===== src/card_deact_pkg.sv =====
// card session control: shared constants and types
// assumes a single 20 MHz clock and oscillator ticks derived from it
package card_deact_pkg;

  // system clock
  localparam int CLK_HZ = 20_000_000;
  // internal oscillator rates, plain defaults
  localparam int OSC_LOW_HZ = 140_000;
  localparam int OSC_HIGH_HZ = 2_500_000;

  // sequencing unit T in oscillator periods
  localparam int T_OSC = 64;
  localparam int SEQ_W = 7;
  localparam int DEB_W = 10;
  localparam int DIV_W = 16;

  // deactivation offsets in oscillator periods
  localparam logic [SEQ_W-1:0] RST_FALL_TICKS = SEQ_W'(3 * T_OSC / 64);
  localparam logic [SEQ_W-1:0] CLK_STOP_TICKS = SEQ_W'(T_OSC / 2);
  localparam logic [SEQ_W-1:0] LINES_LOW_TICKS = SEQ_W'(T_OSC);
  localparam logic [SEQ_W-1:0] SUPPLY_OFF_TICKS = SEQ_W'(3 * T_OSC / 2);

  // presence debounce in slow oscillator periods
  localparam logic [DEB_W-1:0] DEBOUNCE_TICKS = DEB_W'(640);

  typedef enum logic [1:0] {
    VCC_1V8,
    VCC_3V,
    VCC_5V
  } supply_level_t;

  typedef enum logic [2:0] {
    ST_SHUTDOWN,
    ST_DEEP,
    ST_ACTIVE,
    ST_DEACT_RST,
    ST_DEACT_STEPS,
    ST_WAIT_LOW
  } seq_state_t;

endpackage


===== src/card_session_deactivation_control.sv =====
// card session control: deactivation, faults, presence, chip select
// assumes all inputs synchronous to clk; fault inputs are comparator levels
`timescale 1ns/10ps
module card_session_deactivation_control
  import card_deact_pkg::*;
#(
  parameter int LOW_DIV = CLK_HZ / OSC_LOW_HZ,
  parameter int HIGH_DIV = CLK_HZ / OSC_HIGH_HZ
) (
  input wire logic clk,
  input wire logic rst,
  input wire logic chipSelect,
  input wire logic sessionRequestN,
  input wire logic hostResetIn,
  input wire logic clockDividerSelect,
  input wire logic supplySelectFirst,
  input wire logic supplySelectSecond,
  input wire logic cardPresentIn,
  input wire logic supplyOvercurrent,
  input wire logic overTemperature,
  input wire logic coreSupplyLow,
  input wire logic sourceSupplyLow,
  input wire logic hostSupplyLow,
  input wire logic supplyBelowMin,
  output logic cardResetOut,
  output logic cardClockRun,
  output logic cardLinesLow,
  output logic supplyEnable,
  output supply_level_t supplyLevel,
  output logic contactsGrounded,
  output logic oscFastMode,
  output logic cardStatus,
  output logic cardStatusEn,
  output logic hostLinesEn,
  output logic clockDividerHeld,
  output logic internalPorPulse,
  output logic deepShutdown
);

  typedef struct packed {
    seq_state_t state;
    logic [SEQ_W-1:0] seqCnt;
    logic [DEB_W-1:0] debCnt;
    logic presentDeb;
    logic presentPrev;
    logic heldReset;
    logic heldSessN;
    logic heldClkDiv;
    logic heldSel1;
    logic heldSel2;
    logic cardReset;
    logic clockRun;
    logic linesLow;
    logic supplyOn;
    logic contactsGnd;
    logic oscFast;
    logic status;
    logic statusEn;
    logic hostEn;
    logic porPulse;
    logic deep;
    supply_level_t level;
  } ctl_t;

  localparam ctl_t CTL_RST = '{
    state: ST_SHUTDOWN,
    seqCnt: '0,
    debCnt: '0,
    presentDeb: 1'b0,
    presentPrev: 1'b0,
    heldReset: 1'b0,
    heldSessN: 1'b1,
    heldClkDiv: 1'b0,
    // selects start high so reset alone never enters deep shutdown
    heldSel1: 1'b1,
    heldSel2: 1'b1,
    cardReset: 1'b0,
    clockRun: 1'b0,
    linesLow: 1'b1,
    supplyOn: 1'b0,
    contactsGnd: 1'b1,
    oscFast: 1'b0,
    status: 1'b0,
    statusEn: 1'b0,
    hostEn: 1'b0,
    porPulse: 1'b0,
    deep: 1'b0,
    level: VCC_1V8
  };

  ctl_t ctl_q, ctl_d;
  logic slowTick;
  logic modeTick;
  logic removal;
  logic railFault;
  logic powerFault;
  logic [SEQ_W-1:0] seqInc;

  osc_ticks #(
    .LOW_DIV(LOW_DIV),
    .HIGH_DIV(HIGH_DIV)
  ) uOsc (
    .clk(clk),
    .rst(rst),
    .fastMode(ctl_q.oscFast),
    .slowTick(slowTick),
    .modeTick(modeTick)
  );

  assign removal = ctl_q.presentPrev & ~cardPresentIn;
  assign railFault = coreSupplyLow | sourceSupplyLow | hostSupplyLow;
  assign powerFault = ctl_q.supplyOn & (supplyOvercurrent | overTemperature);
  assign seqInc = ctl_q.seqCnt + 1'b1;

  always_comb begin
    ctl_d = ctl_q;
    ctl_d.porPulse = 1'b0;
    ctl_d.presentPrev = cardPresentIn;
    if (chipSelect) begin
      ctl_d.heldReset = hostResetIn;
      ctl_d.heldSessN = sessionRequestN;
      ctl_d.heldClkDiv = clockDividerSelect;
      ctl_d.heldSel1 = supplySelectFirst;
      ctl_d.heldSel2 = supplySelectSecond;
    end
    ctl_d.statusEn = chipSelect;
    if (!ctl_q.heldSel1) begin
      ctl_d.level = VCC_1V8;
    end else if (ctl_q.heldSel2) begin
      ctl_d.level = VCC_5V;
    end else begin
      ctl_d.level = VCC_3V;
    end
    if (!cardPresentIn) begin
      ctl_d.presentDeb = 1'b0;
      ctl_d.debCnt = '0;
    end else if (!ctl_q.presentDeb && slowTick) begin
      if (ctl_q.debCnt == DEBOUNCE_TICKS - 1'b1) begin
        ctl_d.presentDeb = 1'b1;
        ctl_d.debCnt = '0;
      end else begin
        ctl_d.debCnt = ctl_q.debCnt + 1'b1;
      end
    end
    if (modeTick) begin
      ctl_d.seqCnt = seqInc;
    end
    unique case (ctl_q.state)
      ST_SHUTDOWN: begin
        ctl_d.status = ctl_q.presentDeb;
        ctl_d.oscFast = 1'b0;
        // idle rail drop pulses reset only
        ctl_d.porPulse = railFault;
        if (!ctl_q.heldSessN && ctl_q.presentDeb && !railFault) begin
          ctl_d.state = ST_ACTIVE;
          ctl_d.supplyOn = 1'b1;
          ctl_d.contactsGnd = 1'b0;
          ctl_d.oscFast = 1'b1;
          ctl_d.clockRun = 1'b1;
          ctl_d.linesLow = 1'b0;
          ctl_d.status = 1'b1;
        end else if (ctl_q.heldSessN && !ctl_q.heldSel1 &&
                     !ctl_q.heldSel2) begin
          ctl_d.state = ST_DEEP;
        end
      end
      ST_DEEP: begin
        // status follows presence, exit on session request or either select high
        ctl_d.status = cardPresentIn;
        ctl_d.porPulse = railFault;
        if (!ctl_q.heldSessN || ctl_q.heldSel1 || ctl_q.heldSel2) begin
          ctl_d.state = ST_SHUTDOWN;
        end
      end
      ST_ACTIVE: begin
        ctl_d.cardReset = ctl_q.heldReset;
        if (removal || railFault || powerFault) begin
          ctl_d.status = 1'b0;
          ctl_d.state = ST_DEACT_RST;
          ctl_d.seqCnt = '0;
        end else if (ctl_q.heldSessN) begin
          ctl_d.state = ST_DEACT_RST;
          ctl_d.seqCnt = '0;
        end
      end
      ST_DEACT_RST: begin
        if (modeTick && seqInc == RST_FALL_TICKS) begin
          ctl_d.cardReset = 1'b0;
          ctl_d.seqCnt = '0;
          ctl_d.state = ST_DEACT_STEPS;
        end
      end
      ST_DEACT_STEPS: begin
        if (modeTick && seqInc == CLK_STOP_TICKS) begin
          ctl_d.clockRun = 1'b0;
        end
        if (modeTick && seqInc == LINES_LOW_TICKS) begin
          ctl_d.linesLow = 1'b1;
        end
        if (modeTick && seqInc == SUPPLY_OFF_TICKS) begin
          ctl_d.supplyOn = 1'b0;
          ctl_d.state = ST_WAIT_LOW;
        end
      end
      ST_WAIT_LOW: begin
        if (supplyBelowMin) begin
          ctl_d.contactsGnd = 1'b1;
          ctl_d.oscFast = 1'b0;
          ctl_d.status = ctl_q.presentDeb;
          ctl_d.state = ST_SHUTDOWN;
        end
      end
      default: begin
        ctl_d = CTL_RST;
      end
    endcase
    // host lines pass only when selected in session
    ctl_d.hostEn = chipSelect && (ctl_d.state == ST_ACTIVE);
    ctl_d.deep = (ctl_d.state == ST_DEEP);
  end

  always_ff @(posedge clk or posedge rst) begin
    if (rst) begin
      ctl_q <= CTL_RST;
    end else begin
      ctl_q <= ctl_d;
    end
  end

  assign cardResetOut = ctl_q.cardReset;
  assign cardClockRun = ctl_q.clockRun;
  assign cardLinesLow = ctl_q.linesLow;
  assign supplyEnable = ctl_q.supplyOn;
  assign supplyLevel = ctl_q.level;
  assign contactsGrounded = ctl_q.contactsGnd;
  assign oscFastMode = ctl_q.oscFast;
  assign cardStatus = ctl_q.status;
  assign cardStatusEn = ctl_q.statusEn;
  assign hostLinesEn = ctl_q.hostEn;
  assign clockDividerHeld = ctl_q.heldClkDiv;
  assign internalPorPulse = ctl_q.porPulse;
  assign deepShutdown = ctl_q.deep;
endmodule


===== src/osc_ticks.sv =====
// internal oscillator model: slow and current-mode tick pulses
// assumes clk is the system clock; ticks are one-cycle pulses
`timescale 1ns/10ps
module osc_ticks
  import card_deact_pkg::*;
#(
  parameter int LOW_DIV = CLK_HZ / OSC_LOW_HZ,
  parameter int HIGH_DIV = CLK_HZ / OSC_HIGH_HZ
) (
  input wire logic clk,
  input wire logic rst,
  input wire logic fastMode,
  output logic slowTick,
  output logic modeTick
);

  generate
    if (HIGH_DIV < 1 || LOW_DIV < HIGH_DIV || LOW_DIV >= (1 << DIV_W)) begin : gBad
      $error("osc_ticks: divider out of range");
    end
  endgenerate

  localparam logic [DIV_W-1:0] LOW_LAST = DIV_W'(LOW_DIV - 1);
  localparam logic [DIV_W-1:0] HIGH_LAST = DIV_W'(HIGH_DIV - 1);

  typedef struct packed {
    logic [DIV_W-1:0] slowCnt;
    logic [DIV_W-1:0] fastCnt;
    logic slowTick;
    logic fastTick;
  } osc_t;

  osc_t osc_q, osc_d;

  always_comb begin
    osc_d = osc_q;
    osc_d.slowTick = 1'b0;
    osc_d.fastTick = 1'b0;
    if (osc_q.slowCnt == LOW_LAST) begin
      osc_d.slowCnt = '0;
      osc_d.slowTick = 1'b1;
    end else begin
      osc_d.slowCnt = osc_q.slowCnt + 1'b1;
    end
    if (osc_q.fastCnt == HIGH_LAST) begin
      osc_d.fastCnt = '0;
      osc_d.fastTick = 1'b1;
    end else begin
      osc_d.fastCnt = osc_q.fastCnt + 1'b1;
    end
  end

  always_ff @(posedge clk or posedge rst) begin
    if (rst) begin
      osc_q <= '0;
    end else begin
      osc_q <= osc_d;
    end
  end

  assign slowTick = osc_q.slowTick;
  // fast/slow selection of the sequencing tick
  assign modeTick = fastMode ? osc_q.fastTick : osc_q.slowTick;

endmodule


===== config.mk =====
export PLATFORM = sky130hd
export DESIGN_NAME = card_session_deactivation_control
export DESIGN_NICKNAME = d
export VERILOG_FILES = /design/src/card_deact_pkg.sv /design/src/card_session_deactivation_control.sv /design/src/osc_ticks.sv
export SDC_FILE = /design/constraint.sdc
export NUM_CORES = 1
export LEC_CHECK = 0
export ABC_AREA = 1
export BUFFER_PORTS_ARGS = -buffer_cell sky130_fd_sc_hd__buf_4
export CORE_MARGIN = 10
export CORE_UTILIZATION = 54
export CTS_CLUSTER_SIZE = 12
export DETAILED_ROUTE_END_ITERATION = 10
export PLACE_DENSITY = 0.78
export SLEW_MARGIN = 20
export SYNTH_ARGS = -nofsm -noshare
export SYNTH_HDL_FRONTEND = slang
export SYNTH_SLANG_ARGS = --single-unit
export TNS_END_PERCENT = 10

===== constraint.sdc =====
create_clock -name clk -period 1.9 [get_ports clk]
set_clock_uncertainty 0.15 [all_clocks]
set_input_delay 0.095 -clock clk [delete_from_list [all_inputs] [get_ports clk]]
set_output_delay 0.095 -clock clk [all_outputs]
set_load 0.01 [all_outputs]

==> impl_metrics.toml, run 1 <==
[status]
run_status = "complete, no violations"

[critical_path]
crit_path_end_kind = "flop"
required_ps = 1990
timing.critical_path.slowest_cell_delay_ps = 390
worst_reg2reg_endpoint = "uOsc.osc_q[24]$_DFF_PP0_"
startpoint_type = "flop"
critPathArrivalTime_ps = 1860
crit_fanout = 5
critical-path-slowest-cell = "dfrtp_1"
timing.critical_path.mode_cell = "buf_4"
critPathTopFamily = "simple AND/OR/NAND/NOR gates"
critical_path_class = "reg -> reg"
timing.critical_path.buf_inv = 3
crit_end = "uOsc.osc_q[24]$_DFF_PP0_"
regToRegSetupSlack_ps = 130
worstSetupStartpoint = "uOsc.osc_q[19]$_DFF_PP0_"
path_depth = 7
reg2regPathDepth = 7
worstReg2RegStart = "uOsc.osc_q[19]$_DFF_PP0_"
critical_path.cell_chain = "buf_4, inv_1, ha_1, nand3_1, nor4_4, buf_4, nor3_1"

[power]
switching_share_pct = 28.51
comb_power_share_pct = 17.4
p_int_uw = 2704
power_density_nw_per_um2 = 795.3
power.share.clock_pct = 35.5
seq_power_share_pct = 47.1
fin_total_pwr_uw = 3782
maximum_resistive_drop_on_vdd_v = 0.0004184
switching_power_uw = 1078
leakagePower_uw = 0.002227

[worst_hold_path]
hold_path_class = "in -> reg"

[sta]
timing.fmax_mhz = 565.0
worst_pin_slew_ps = 420.9
setup_repair_after_global_routing_missed_its_margin = "yes"
post-route-period-util_pct = 93.15
layout_min_cycle_time_ps = 1770
final-max-slew-violation-count = 0
timing.final.ws_setup_ps = 130.2
report.final.hold_viol_count = 0
hold_slack_ps = 31.16
setup_viol_count_final = 0
timing.max_slew.rel_slack_pct = 71.68

[synthesis]
synth_fa_ha_area_share_pct = 2.174
postSynthAreaPerCell_sq_um = 8.290
post_synth_xor_area_fraction_pct = 4.783
synth_top_family_by_area = "simple AND/OR/NAND/NOR gates"
synthCells = 486
syn-num-nets = 508
yosysUniqueCellTypes = 38
synth.mux.area_fraction_pct = 0
yosys_register_bits = 74
synth-compound-area-share_pct = 6.770
synthesis.yosys.warnings = 0
synth.yosys.seq_area_share_pct = 46.12
post_synth_and_or_nand_nor_area_fraction_pct = 32.02
synth.cell_area_sq_um = 4029

[die]
chipWidth_um = 106.4
start_util_pct = 55.55
placement_rows = 31
dieArea_sq_um = 11320
coreArea_sq_um = 7253
die_y_um = 106.4
top_level_port_count = 29

[finish]
synthToLayoutAreaGrowth_pct = 18.04
post-route-cell-area_sq_um = 4756
num_antenna_cells = 0
final-instance-count-excl-fill = 643
number_of_inserted_filler_cells_in_the_final_layout = 598
post_route_cells_drive_above_1_share_pct = 19.67
finalNetCount = 561

[grt]
grt_pass1_vias = 3250
antenna_found_initial = 0
globalRouteTotalUtil_pct = 15.16
grt_pass1_wl_mm = 14.37
grt_max_degree = 75
congestion_overflow_gr = 0

[cts]
cts_made_buffers = 9
cts_htree_levels = 3
clk_root_buffer_cell = "clkbuf_8"
clock_insertion_delay_worst_skew_ps = 360
cts.sink_count = 74
clk_pin_slew_worst_paths_ps = 80
cts_tree = "yes"
ctsLongestPathBuffers = 2

[drt]
final_antenna_net_count = 0
routed_wire_length_per_instance_um = 13.18
via_density = 5.246
drtPass1Iterations = 5
detail_route.iter0.violations = 123
finalWirelength_mm = 8.472
vias = 3373
drcViolationCount = 0

[placed_design]
place.gp.congestion = 0.9318
dp.final_hpwl_mm = 6.213
place_ws_ps = 104.4
dpl-instance-area_sq_um = 4397
placement.io_buffers = 28
place_inst = 615

[flow_run]
cap_viol_max_count = 0
==> how the worst min path moves through the flow <==
stage	start	end	slack (ps)	cells past startpoint
final	coreSupplyLow	ctl_q[32]$_DFF_PP0_	30	4
after global placement	rst	ctl_q[21]$_DFFE_PP0P_	80	3
after CTS	sourceSupplyLow	ctl_q[32]$_DFF_PP0_	10	4
after detailed placement	rst	supplyEnable$_DFFE_PP0P_	80	3
after floorplan	supplySelectSecond	ctl_q[13]$_DFFE_PP1P_	80	2
after global routing	coreSupplyLow	ctl_q[32]$_DFF_PP0_	40	4
==> layer usage <==
metal	routed length [um]	track usage (%)	vias up
met2	3898	24.12	82
met1	3971	19.01	1594
met3	473	3.986	13
met5	0	0	-
met4	128	6.673	0
li1	-	-	1684
==> area by class of cell <==
class | count | area, sq um | area share, %
clock inverters | 7 | 93.84 | 1.973
inverters | 78 | 296.5 | 6.235
well taps | 99 | 123.9 | 2.605
flip-flops and latches | 74 | 1858 | 39.07
clock buffers | 9 | 123.9 | 2.605
multi-input cells | 329 | 1869 | 39.31
repair buffers | 47 | 390.4 | 8.208
==> state kept, by name (all words and copies together) (netlist names) <==
signal / count
uOsc.osc_q: 33
cardResetOut: 1
cardClockRun: 1
clockDividerHeld: 1
cardStatusEn: 1
ctl_q: 26
contactsGrounded: 1
supplyEnable: 1
cardLinesLow: 1
deepShutdown: 1
oscFastMode: 1
hostLinesEn: 1
uOsc.slowTick: 1
cardStatus: 1
internalPorPulse: 1
supplyLevel: 2
==> synthesized netlist by cell type <==
| cell type | count | area share (%) |
|---|---|---|
| dfstp_2 | 5 | 3.3 |
| clkinv_1 | 2 | 0.19 |
| nor4_2 | 2 | 0.62 |
| nand3b_1 | 1 | 0.19 |
| a22oi_1 | 1 | 0.19 |
| ha_1 | 7 | 2.2 |
| dfrtp_1 | 69 | 43 |
| a21oi_1 | 11 | 1.4 |
| nor3_4 | 1 | 0.40 |
| nand2_1 | 91 | 8.5 |
| nor2_2 | 10 | 1.6 |
| nand4_1 | 15 | 2.3 |
| nor4_1 | 6 | 0.93 |
| a21oi_4 | 1 | 0.40 |
| xnor2_1 | 3 | 0.65 |
| a211oi_2 | 1 | 0.31 |
| o41ai_1 | 2 | 0.43 |
| nor3_1 | 18 | 2.2 |
| o21bai_1 | 1 | 0.19 |
| inv_2 | 7 | 0.65 |
| nand3_2 | 4 | 0.99 |
| nand3_4 | 1 | 0.43 |
| nor2_1 | 44 | 4.1 |
| nand2_2 | 7 | 1.1 |
| nor2_4 | 3 | 0.84 |
| buf_4 | 4 | 0.75 |
| buf_2 | 1 | 0.12 |
| o211ai_2 | 1 | 0.31 |
| nand3_1 | 46 | 5.7 |
| nand2_4 | 2 | 0.56 |
| xor2_1 | 19 | 4.1 |
| a31oi_1 | 1 | 0.16 |
| inv_1 | 69 | 6.4 |
| nor4_4 | 2 | 1.1 |
| o21ai_0 | 17 | 2.1 |
| a22o_1 | 2 | 0.43 |
| nor3_2 | 2 | 0.50 |
| o21ai_1 | 7 | 0.87 |
==> stage by stage <==
| step | utilization [%] | setup TNS (ps) |
|---|---|---|
| 3_3_place_gp | 60.62 | 0 |
| 2_1_floorplan | - | 0 |
| 3_5_place_dp | 60.62 | 0 |
| 4_1_cts | 65.00 | 0 |
| 5_1_grt | 65.57 | -14.98 |
| 6_report | 65.57 | 0 |
==> worst min-delay path: stages <==
cell	delay (ps)
buf_4	80
nor3_2	50
nand3_1	160
o41ai_1	100
==> placed cells by master, fill, tap and decap left out, drive strengths merged <==
| master | n |
|---|---|
| nand3 | 51 |
| nor2 | 57 |
| inv | 75 |
| ha | 7 |
| xor2 | 19 |
| bufinv | 2 |
| a31oi | 1 |
| a22oi | 1 |
| clkinvlp | 3 |
| clkbuf | 9 |
| buf | 37 |
| xnor2 | 3 |
| nand4 | 15 |
| a211oi | 1 |
| nor3 | 21 |
| dfstp | 5 |
| nand3b | 1 |
| a21oi | 12 |
| o41ai | 2 |
| nand2 | 100 |
| nor4 | 10 |
| dfrtp | 69 |
| clkinv | 5 |
| o211ai | 1 |
| a22o | 2 |
| o21bai | 1 |
| o21ai | 24 |
| dlygate4sd3 | 10 |
==> cell families after synthesis <==
kind of cell,after synthesis
simple gates,255
compound gates,45
flops,74
fa+ha+maj,7
xor+xnor,22
buf+inv,83
==> what timing repair did <==
| action | CTS | global route |
|---|---|---|
| gates resized for setup | 0 | 6 |
| hold buffers | 10 | 0 |
| hold endpoints to repair | 81 | 0 |
| setup endpoints to repair | 0 | 8 |
| setup buffers | 0 | 2 |
==> power by group through the flow <==
stage	Clock, uW	Combinational (uW)	Sequential, uW
after global placement	0	633	1810
after detailed placement	0	642	1810
final	1340	658	1780
after CTS	1370	665	1780
after floorplan	0	382	1830
after global routing	1420	733	1790
(Power assumes the default switching activity.)
==> run 2, diff against run 1 <==
--- a/config.mk
+++ b/config.mk
@@ -7,11 +7,13 @@
 export LEC_CHECK = 0
 export ABC_AREA = 1
 export BUFFER_PORTS_ARGS = -buffer_cell sky130_fd_sc_hd__buf_4
+export CELL_PAD_IN_SITES_DETAIL_PLACEMENT = 0
+export CELL_PAD_IN_SITES_GLOBAL_PLACEMENT = 1
 export CORE_MARGIN = 10
-export CORE_UTILIZATION = 54
+export CORE_UTILIZATION = 41
 export CTS_CLUSTER_SIZE = 12
 export DETAILED_ROUTE_END_ITERATION = 10
-export PLACE_DENSITY = 0.78
+export PLACE_DENSITY = 0.79
 export SLEW_MARGIN = 20
 export SYNTH_ARGS = -nofsm -noshare
 export SYNTH_HDL_FRONTEND = slang
==> run 2 against run 1 <==
Effect of this change:
- sequential power about the same
- first-iteration DRC count increased by 67%
- critical endpoint is now cardClockRun$_DFFE_PP0P_
- setup slack got worse by 16 ps
==> impl_metrics.toml, run 2 (synthesis results as in run 1) <==
[critical_path]
timing.critical_path.mode_cell = "nand2_1"
startpoint_type = "input port"
timing.critical_path.slowest_cell_delay_ps = 540
timing.critical_path.buf_inv = 2
critical_path.cell_chain = "dlygate4sd3_1, buf_4, nor3_2, nand3_1, a22oi_1, nand2_1, nand2_1, nand2_1"
crit_path_end_kind = "flop"
required_ps = 1990
critPathArrivalTime_ps = 1870
critical-path-slowest-cell = "dlygate4sd3_1"
critPathTopFamily = "simple AND/OR/NAND/NOR gates"
critical_path_class = "in -> reg"
crit_fanout = 4

[cts]
clk_root_buffer_cell = "clkbuf_8"
cts_tree = "yes"
cts_htree_levels = 3
ctsLongestPathBuffers = 2
clk_pin_slew_worst_paths_ps = 80
clock_insertion_delay_worst_skew_ps = 350
cts.sink_count = 74
cts_made_buffers = 9

[placed_design]
dpl-instance-area_sq_um = 4447
placement.io_buffers = 28
dp.final_hpwl_mm = 6.422
place_inst = 650
place.gp.congestion = 0.8583

[sta]
final-max-slew-violation-count = 0
setup_viol_count_final = 0
layout_min_cycle_time_ps = 1786
worst_pin_slew_ps = 473.0
setup_repair_after_global_routing_missed_its_margin = "yes"
timing.fmax_mhz = 560.1
post-route-period-util_pct = 93.97
timing.max_slew.rel_slack_pct = 68.13
report.final.hold_viol_count = 0

[finish]
layout.cells.most_common_list = "nand2_1 (91), dfrtp_1 (69), inv_1 (68)"
post_route_cells_drive_above_1_share_pct = 19.41
register_ranked_first_by_flip_flop_count = "uOsc.osc_q"
post-route-cell-area_sq_um = 4841
mostFrequentLayoutCell = "nand2_1"
num_antenna_cells = 0
synthToLayoutAreaGrowth_pct = 20.16
finalNetCount = 563
largest_register_ff_count = 33
final-instance-count-excl-fill = 679

[die]
chipWidth_um = 119.1
die_y_um = 119.1
start_util_pct = 41.60
coreArea_sq_um = 9684
top_level_port_count = 29
dieArea_sq_um = 14190
placement_rows = 36

[drt]
finalWirelength_mm = 8.613
vias = 3286
drtPass1Iterations = 5
via_density = 4.839
final_antenna_net_count = 0
drcViolationCount = 0
routed_wire_length_per_instance_um = 12.68
detail_route.iter0.violations = 206

[grt]
grt_pass1_wl_mm = 14.56
globalRouteTotalUtil_pct = 12.17
congestion_overflow_gr = 0
grt_pass1_vias = 3202
grt_max_degree = 75
antenna_found_initial = 0

[power]
power_density_nw_per_um2 = 819.8
leakagePower_uw = 0.002259
maximum_resistive_drop_on_vdd_v = 0.0003862

[status]
run_status = "complete, no violations"

[flow_run]
cap_viol_max_count = 0

[worst_hold_path]
hold_path_class = "in -> reg"
[run 2: cell types whose count changed in the layout (fill, tap and decap cells not counted), sizes merged]
| cell | delta |
|---|---|
| bufinv | +1 |
| clkbuf | +2 |
| clkinv | -1 |
| clkinvlp | -2 |
| dlygate4sd3 | +2 |
[run 2: where the power goes]
group | switching [uW] | leakage [uW] | total [uW] | internal, uW
clock | 580 | 0.000129 | 1520 | 940
sequential | 76.8 | 0.000975 | 1780 | 1700
combinational | 395 | 0.00115 | 671 | 275
total | 1050 | 0.00226 | 3970 | 2920
[run 2: final timing paths]
check,to,slack [ps],from,cells past startpoint
max in group asynchronous,ctl_q[14]$_DFFE_PP1P_,1010,rst,4
min,ctl_q[39]$_DFF_PP0_,60,supplyBelowMin,4
min in group asynchronous,ctl_q[25]$_DFFE_PP0P_,250,rst,4
max,cardClockRun$_DFFE_PP0P_,110,sourceSupplyLow,8
min reg2reg,cardLinesLow$_DFFE_PP1P_,320,cardLinesLow$_DFFE_PP1P_,2
max reg2reg,cardResetOut$_DFFE_PP0P_,140,ctl_q[30]$_DFF_PP0_,11
[run 2: stage by stage]
stage               worst slack, ps  TNS [ps]  utilization (%)  total power, uW  hold slack (ps)
detailed placement            115.3         0            45.92             2467            93.42
global route                 -3.338    -4.822            49.99             4170            53.48
finish                        114.5         0            49.99             3969            56.82
global placement              163.3         0            45.92             2458            86.07
CTS                           111.5         0            49.75             4032            40.61
floorplan                     205.2         0                -             2207            75.07
[run 2: worst min-delay path: stages]
cell,delay [ps]
buf_4,90
nor2_1,50
nor2_1,170
o21ai_0,110
[run 2: routing by layer]
layer  global-route usage [%]  up-vias  routed length (um)
met3                    3.165       13                 272
met2                    19.71       40                4086
met4                    4.733        0                 163
li1                         -     1683                   -
met1                    15.19     1550                4090
met5                        0        -                   0
[run 2: final cells by class]
class | instances | area [sq um]
Clock buffer | 11 | 151.4
Inverter | 78 | 296.5
Clock inverter | 5 | 100.1
Timing Repair Buffer | 49 | 410.4
Sequential cell | 74 | 1858
Multi-Input combinational cell | 329 | 1858
Fill cell | 961 | 4843
Tap cell | 133 | 166.4
[run 2: what timing repair did]
| action | CTS | global route |
|---|---|---|
| buffers inserted | 0 | 1 |
| hold endpoints to repair | 81 | 0 |
| hold buffers | 12 | 0 |
| gates resized for setup | 0 | 4 |
| setup endpoints to repair | 0 | 5 |
==> run 3, diff against run 2 <==
--- a/config.mk
+++ b/config.mk
@@ -11,9 +11,11 @@
 export CELL_PAD_IN_SITES_GLOBAL_PLACEMENT = 1
 export CORE_MARGIN = 10
 export CORE_UTILIZATION = 41
+export CTS_CLUSTER_DIAMETER = 60
 export CTS_CLUSTER_SIZE = 12
 export DETAILED_ROUTE_END_ITERATION = 10
 export PLACE_DENSITY = 0.79
+export REMOVE_ABC_BUFFERS = 1
 export SLEW_MARGIN = 20
 export SYNTH_ARGS = -nofsm -noshare
 export SYNTH_HDL_FRONTEND = slang
==> run 3 against run 2 <==
Effect of this change:
- fmax up 0.18%
- via count about the same
- count of clock-buffer cells in the layout down 1
==> impl_metrics.toml, run 3 (synthesis results as in run 1) <==
[drt]
drcViolationCount = 0
vias = 3288
via_density = 4.828
final_antenna_net_count = 0
drtPass1Iterations = 4
detail_route.iter0.violations = 107
routed_wire_length_per_instance_um = 12.96
finalWirelength_mm = 8.826

[finish]
mostFrequentLayoutCell = "nand2_1"
layout.cells.most_common_list = "nand2_1 (91), inv_1 (68), dfrtp_1 (68)"
number_of_inserted_filler_cells_in_the_final_layout = 936
synthToLayoutAreaGrowth_pct = 20.65
num_antenna_cells = 0
register_ranked_first_by_flip_flop_count = "uOsc.osc_q"
largest_register_ff_count = 33
post-route-cell-area_sq_um = 4861
multi_input_area_sq_um = 1883
seq_cell_area_sq_um = 1859
post_route_cells_drive_above_1_share_pct = 20.26
finalNetCount = 565

[grt]
grt_max_degree = 33
antenna_found_initial = 0
grt_pass1_vias = 3272
grt_pass1_wl_mm = 15.29
globalRouteTotalUtil_pct = 12.85
congestion_overflow_gr = 0

[sta]
final-max-slew-violation-count = 0
setup_repair_after_global_routing_missed_its_margin = "yes"
report.final.hold_viol_count = 0
worst_pin_slew_ps = 450.6
timing.fmax_mhz = 561.1
layout_min_cycle_time_ps = 1782
hold_slack_ps = 66.35
timing.max_slew.rel_slack_pct = 69.85
post-route-period-util_pct = 93.80
setup_viol_count_final = 0

[power]
leakagePower_uw = 0.002260
power_density_nw_per_um2 = 785.0
switching_share_pct = 28.45
switching_power_uw = 1086
seq_power_share_pct = 46.7
power.share.clock_pct = 35.2
p_int_uw = 2730
maximum_resistive_drop_on_vdd_v = 0.0003495
comb_power_share_pct = 18.1

[critical_path]
required_ps = 1990
crit_end = "cardResetOut$_DFFE_PP0P_"
crit_fanout = 6
critical_path_class = "reg -> reg"
timing.critical_path.mode_cell = "nand2_1"
worstReg2RegStart = "ctl_q[30]$_DFF_PP0_"
crit_path_end_kind = "flop"
critical-path-slowest-cell = "dfrtp_1"
critPathArrivalTime_ps = 1870
reg2regPathDepth = 11
startpoint_type = "flop"
critical_path.cell_chain = "ha_1, inv_1, nand2_1, nand2_1, nand4_1, nor2_4, nand2_4, nand2_4, nand2_1, nand2_1, nand2_1"
worst_reg2reg_endpoint = "cardResetOut$_DFFE_PP0P_"
regToRegSetupSlack_ps = 120
worstSetupStartpoint = "ctl_q[30]$_DFF_PP0_"
timing.critical_path.slowest_cell_delay_ps = 380

[cts]
clock_insertion_delay_worst_skew_ps = 350
post-cts-setup-buffers = 0
cts.sink_count = 74
cts_htree_levels = 3
cts_made_buffers = 9
cts_tree = "yes"
clk_root_buffer_cell = "clkbuf_8"
clk_pin_slew_worst_paths_ps = 80
ctsLongestPathBuffers = 2

[die]
placement_rows = 36
start_util_pct = 41.60
die_y_um = 119.1
coreArea_sq_um = 9684
chipWidth_um = 119.1
top_level_port_count = 29
dieArea_sq_um = 14190

[worst_hold_path]
hold_path_class = "in -> reg"

[flow_run]
cap_viol_max_count = 0

[placed_design]
placement.io_buffers = 28
place.gp.congestion = 0.8459
dpl-instance-area_sq_um = 4478
dp.final_hpwl_mm = 6.709

[status]
run_status = "complete, no violations"
## run 3: critical path, delay by kind of cell (launching register included)
kind	cells	cell delay (ps)
simple gates	9	790
flops	1	380
fa+ha+maj	1	270
buf+inv	1	80
## run 3: final cells by class
type                       instances  share of cell area (%)
multi-input combinational        329                   38.74
sequential                        74                   38.25
timing repair buffer              51                   9.009
inverter                          78                   6.075
tap                              133                   3.423
clock buffer                      10                   2.625
clock inverter                     6                   1.879
## run 3: metal layers
| layer | vias to the layer above | wire length, um | track usage (%) |
|---|---|---|---|
| met5 | - | 0 | 0 |
| met1 | 1538 | 4093 | 15.73 |
| met3 | 9 | 296 | 3.590 |
| met4 | 0 | 116 | 3.511 |
| met2 | 48 | 4321 | 21.68 |
| li1 | 1693 | - | - |
## run 3: metrics by stage
stage,util (%),setup slack (ps),instances,power [uW],TNS [ps]
global placement,46.24,143.4,653,2463,0
detailed placement,46.24,108.9,653,2476,0
finish,50.19,117.8,681,3816,0
floorplan,-,-218.3,481,2197,-15070
global route,50.19,-21.72,681,4033,-32.49
CTS,49.74,83.43,681,3855,0
## run 3: power by group through the flow
stage / Sequential (uW) / Combinational (uW) / Clock (uW)
after floorplan: 1830 / 367 / 0
after global placement: 1810 / 655 / 0
after detailed placement: 1810 / 665 / 0
after CTS: 1780 / 692 / 1380
after global routing: 1800 / 771 / 1460
final: 1780 / 689 / 1340
## run 3: repair_timing
action	in CTS	in global routing
setup endpoints to repair	0	7
gates resized for setup	0	11
hold endpoints to repair	81	0
hold buffers	12	0
## run 3: worst min-delay path by stage
stage,startpoint,cells after the start,slack (ps),to
after floorplan,supplySelectSecond,2,80,ctl_q[13]$_DFFE_PP1P_
after global placement,rst,2,-20,clockDividerHeld$_DFFE_PP0P_
after detailed placement,rst,2,-20,clockDividerHeld$_DFFE_PP0P_
after CTS,supplyBelowMin,4,60,ctl_q[39]$_DFF_PP0_
after global routing,supplyBelowMin,4,90,ctl_q[39]$_DFF_PP0_
final,supplyBelowMin,4,70,ctl_q[39]$_DFF_PP0_
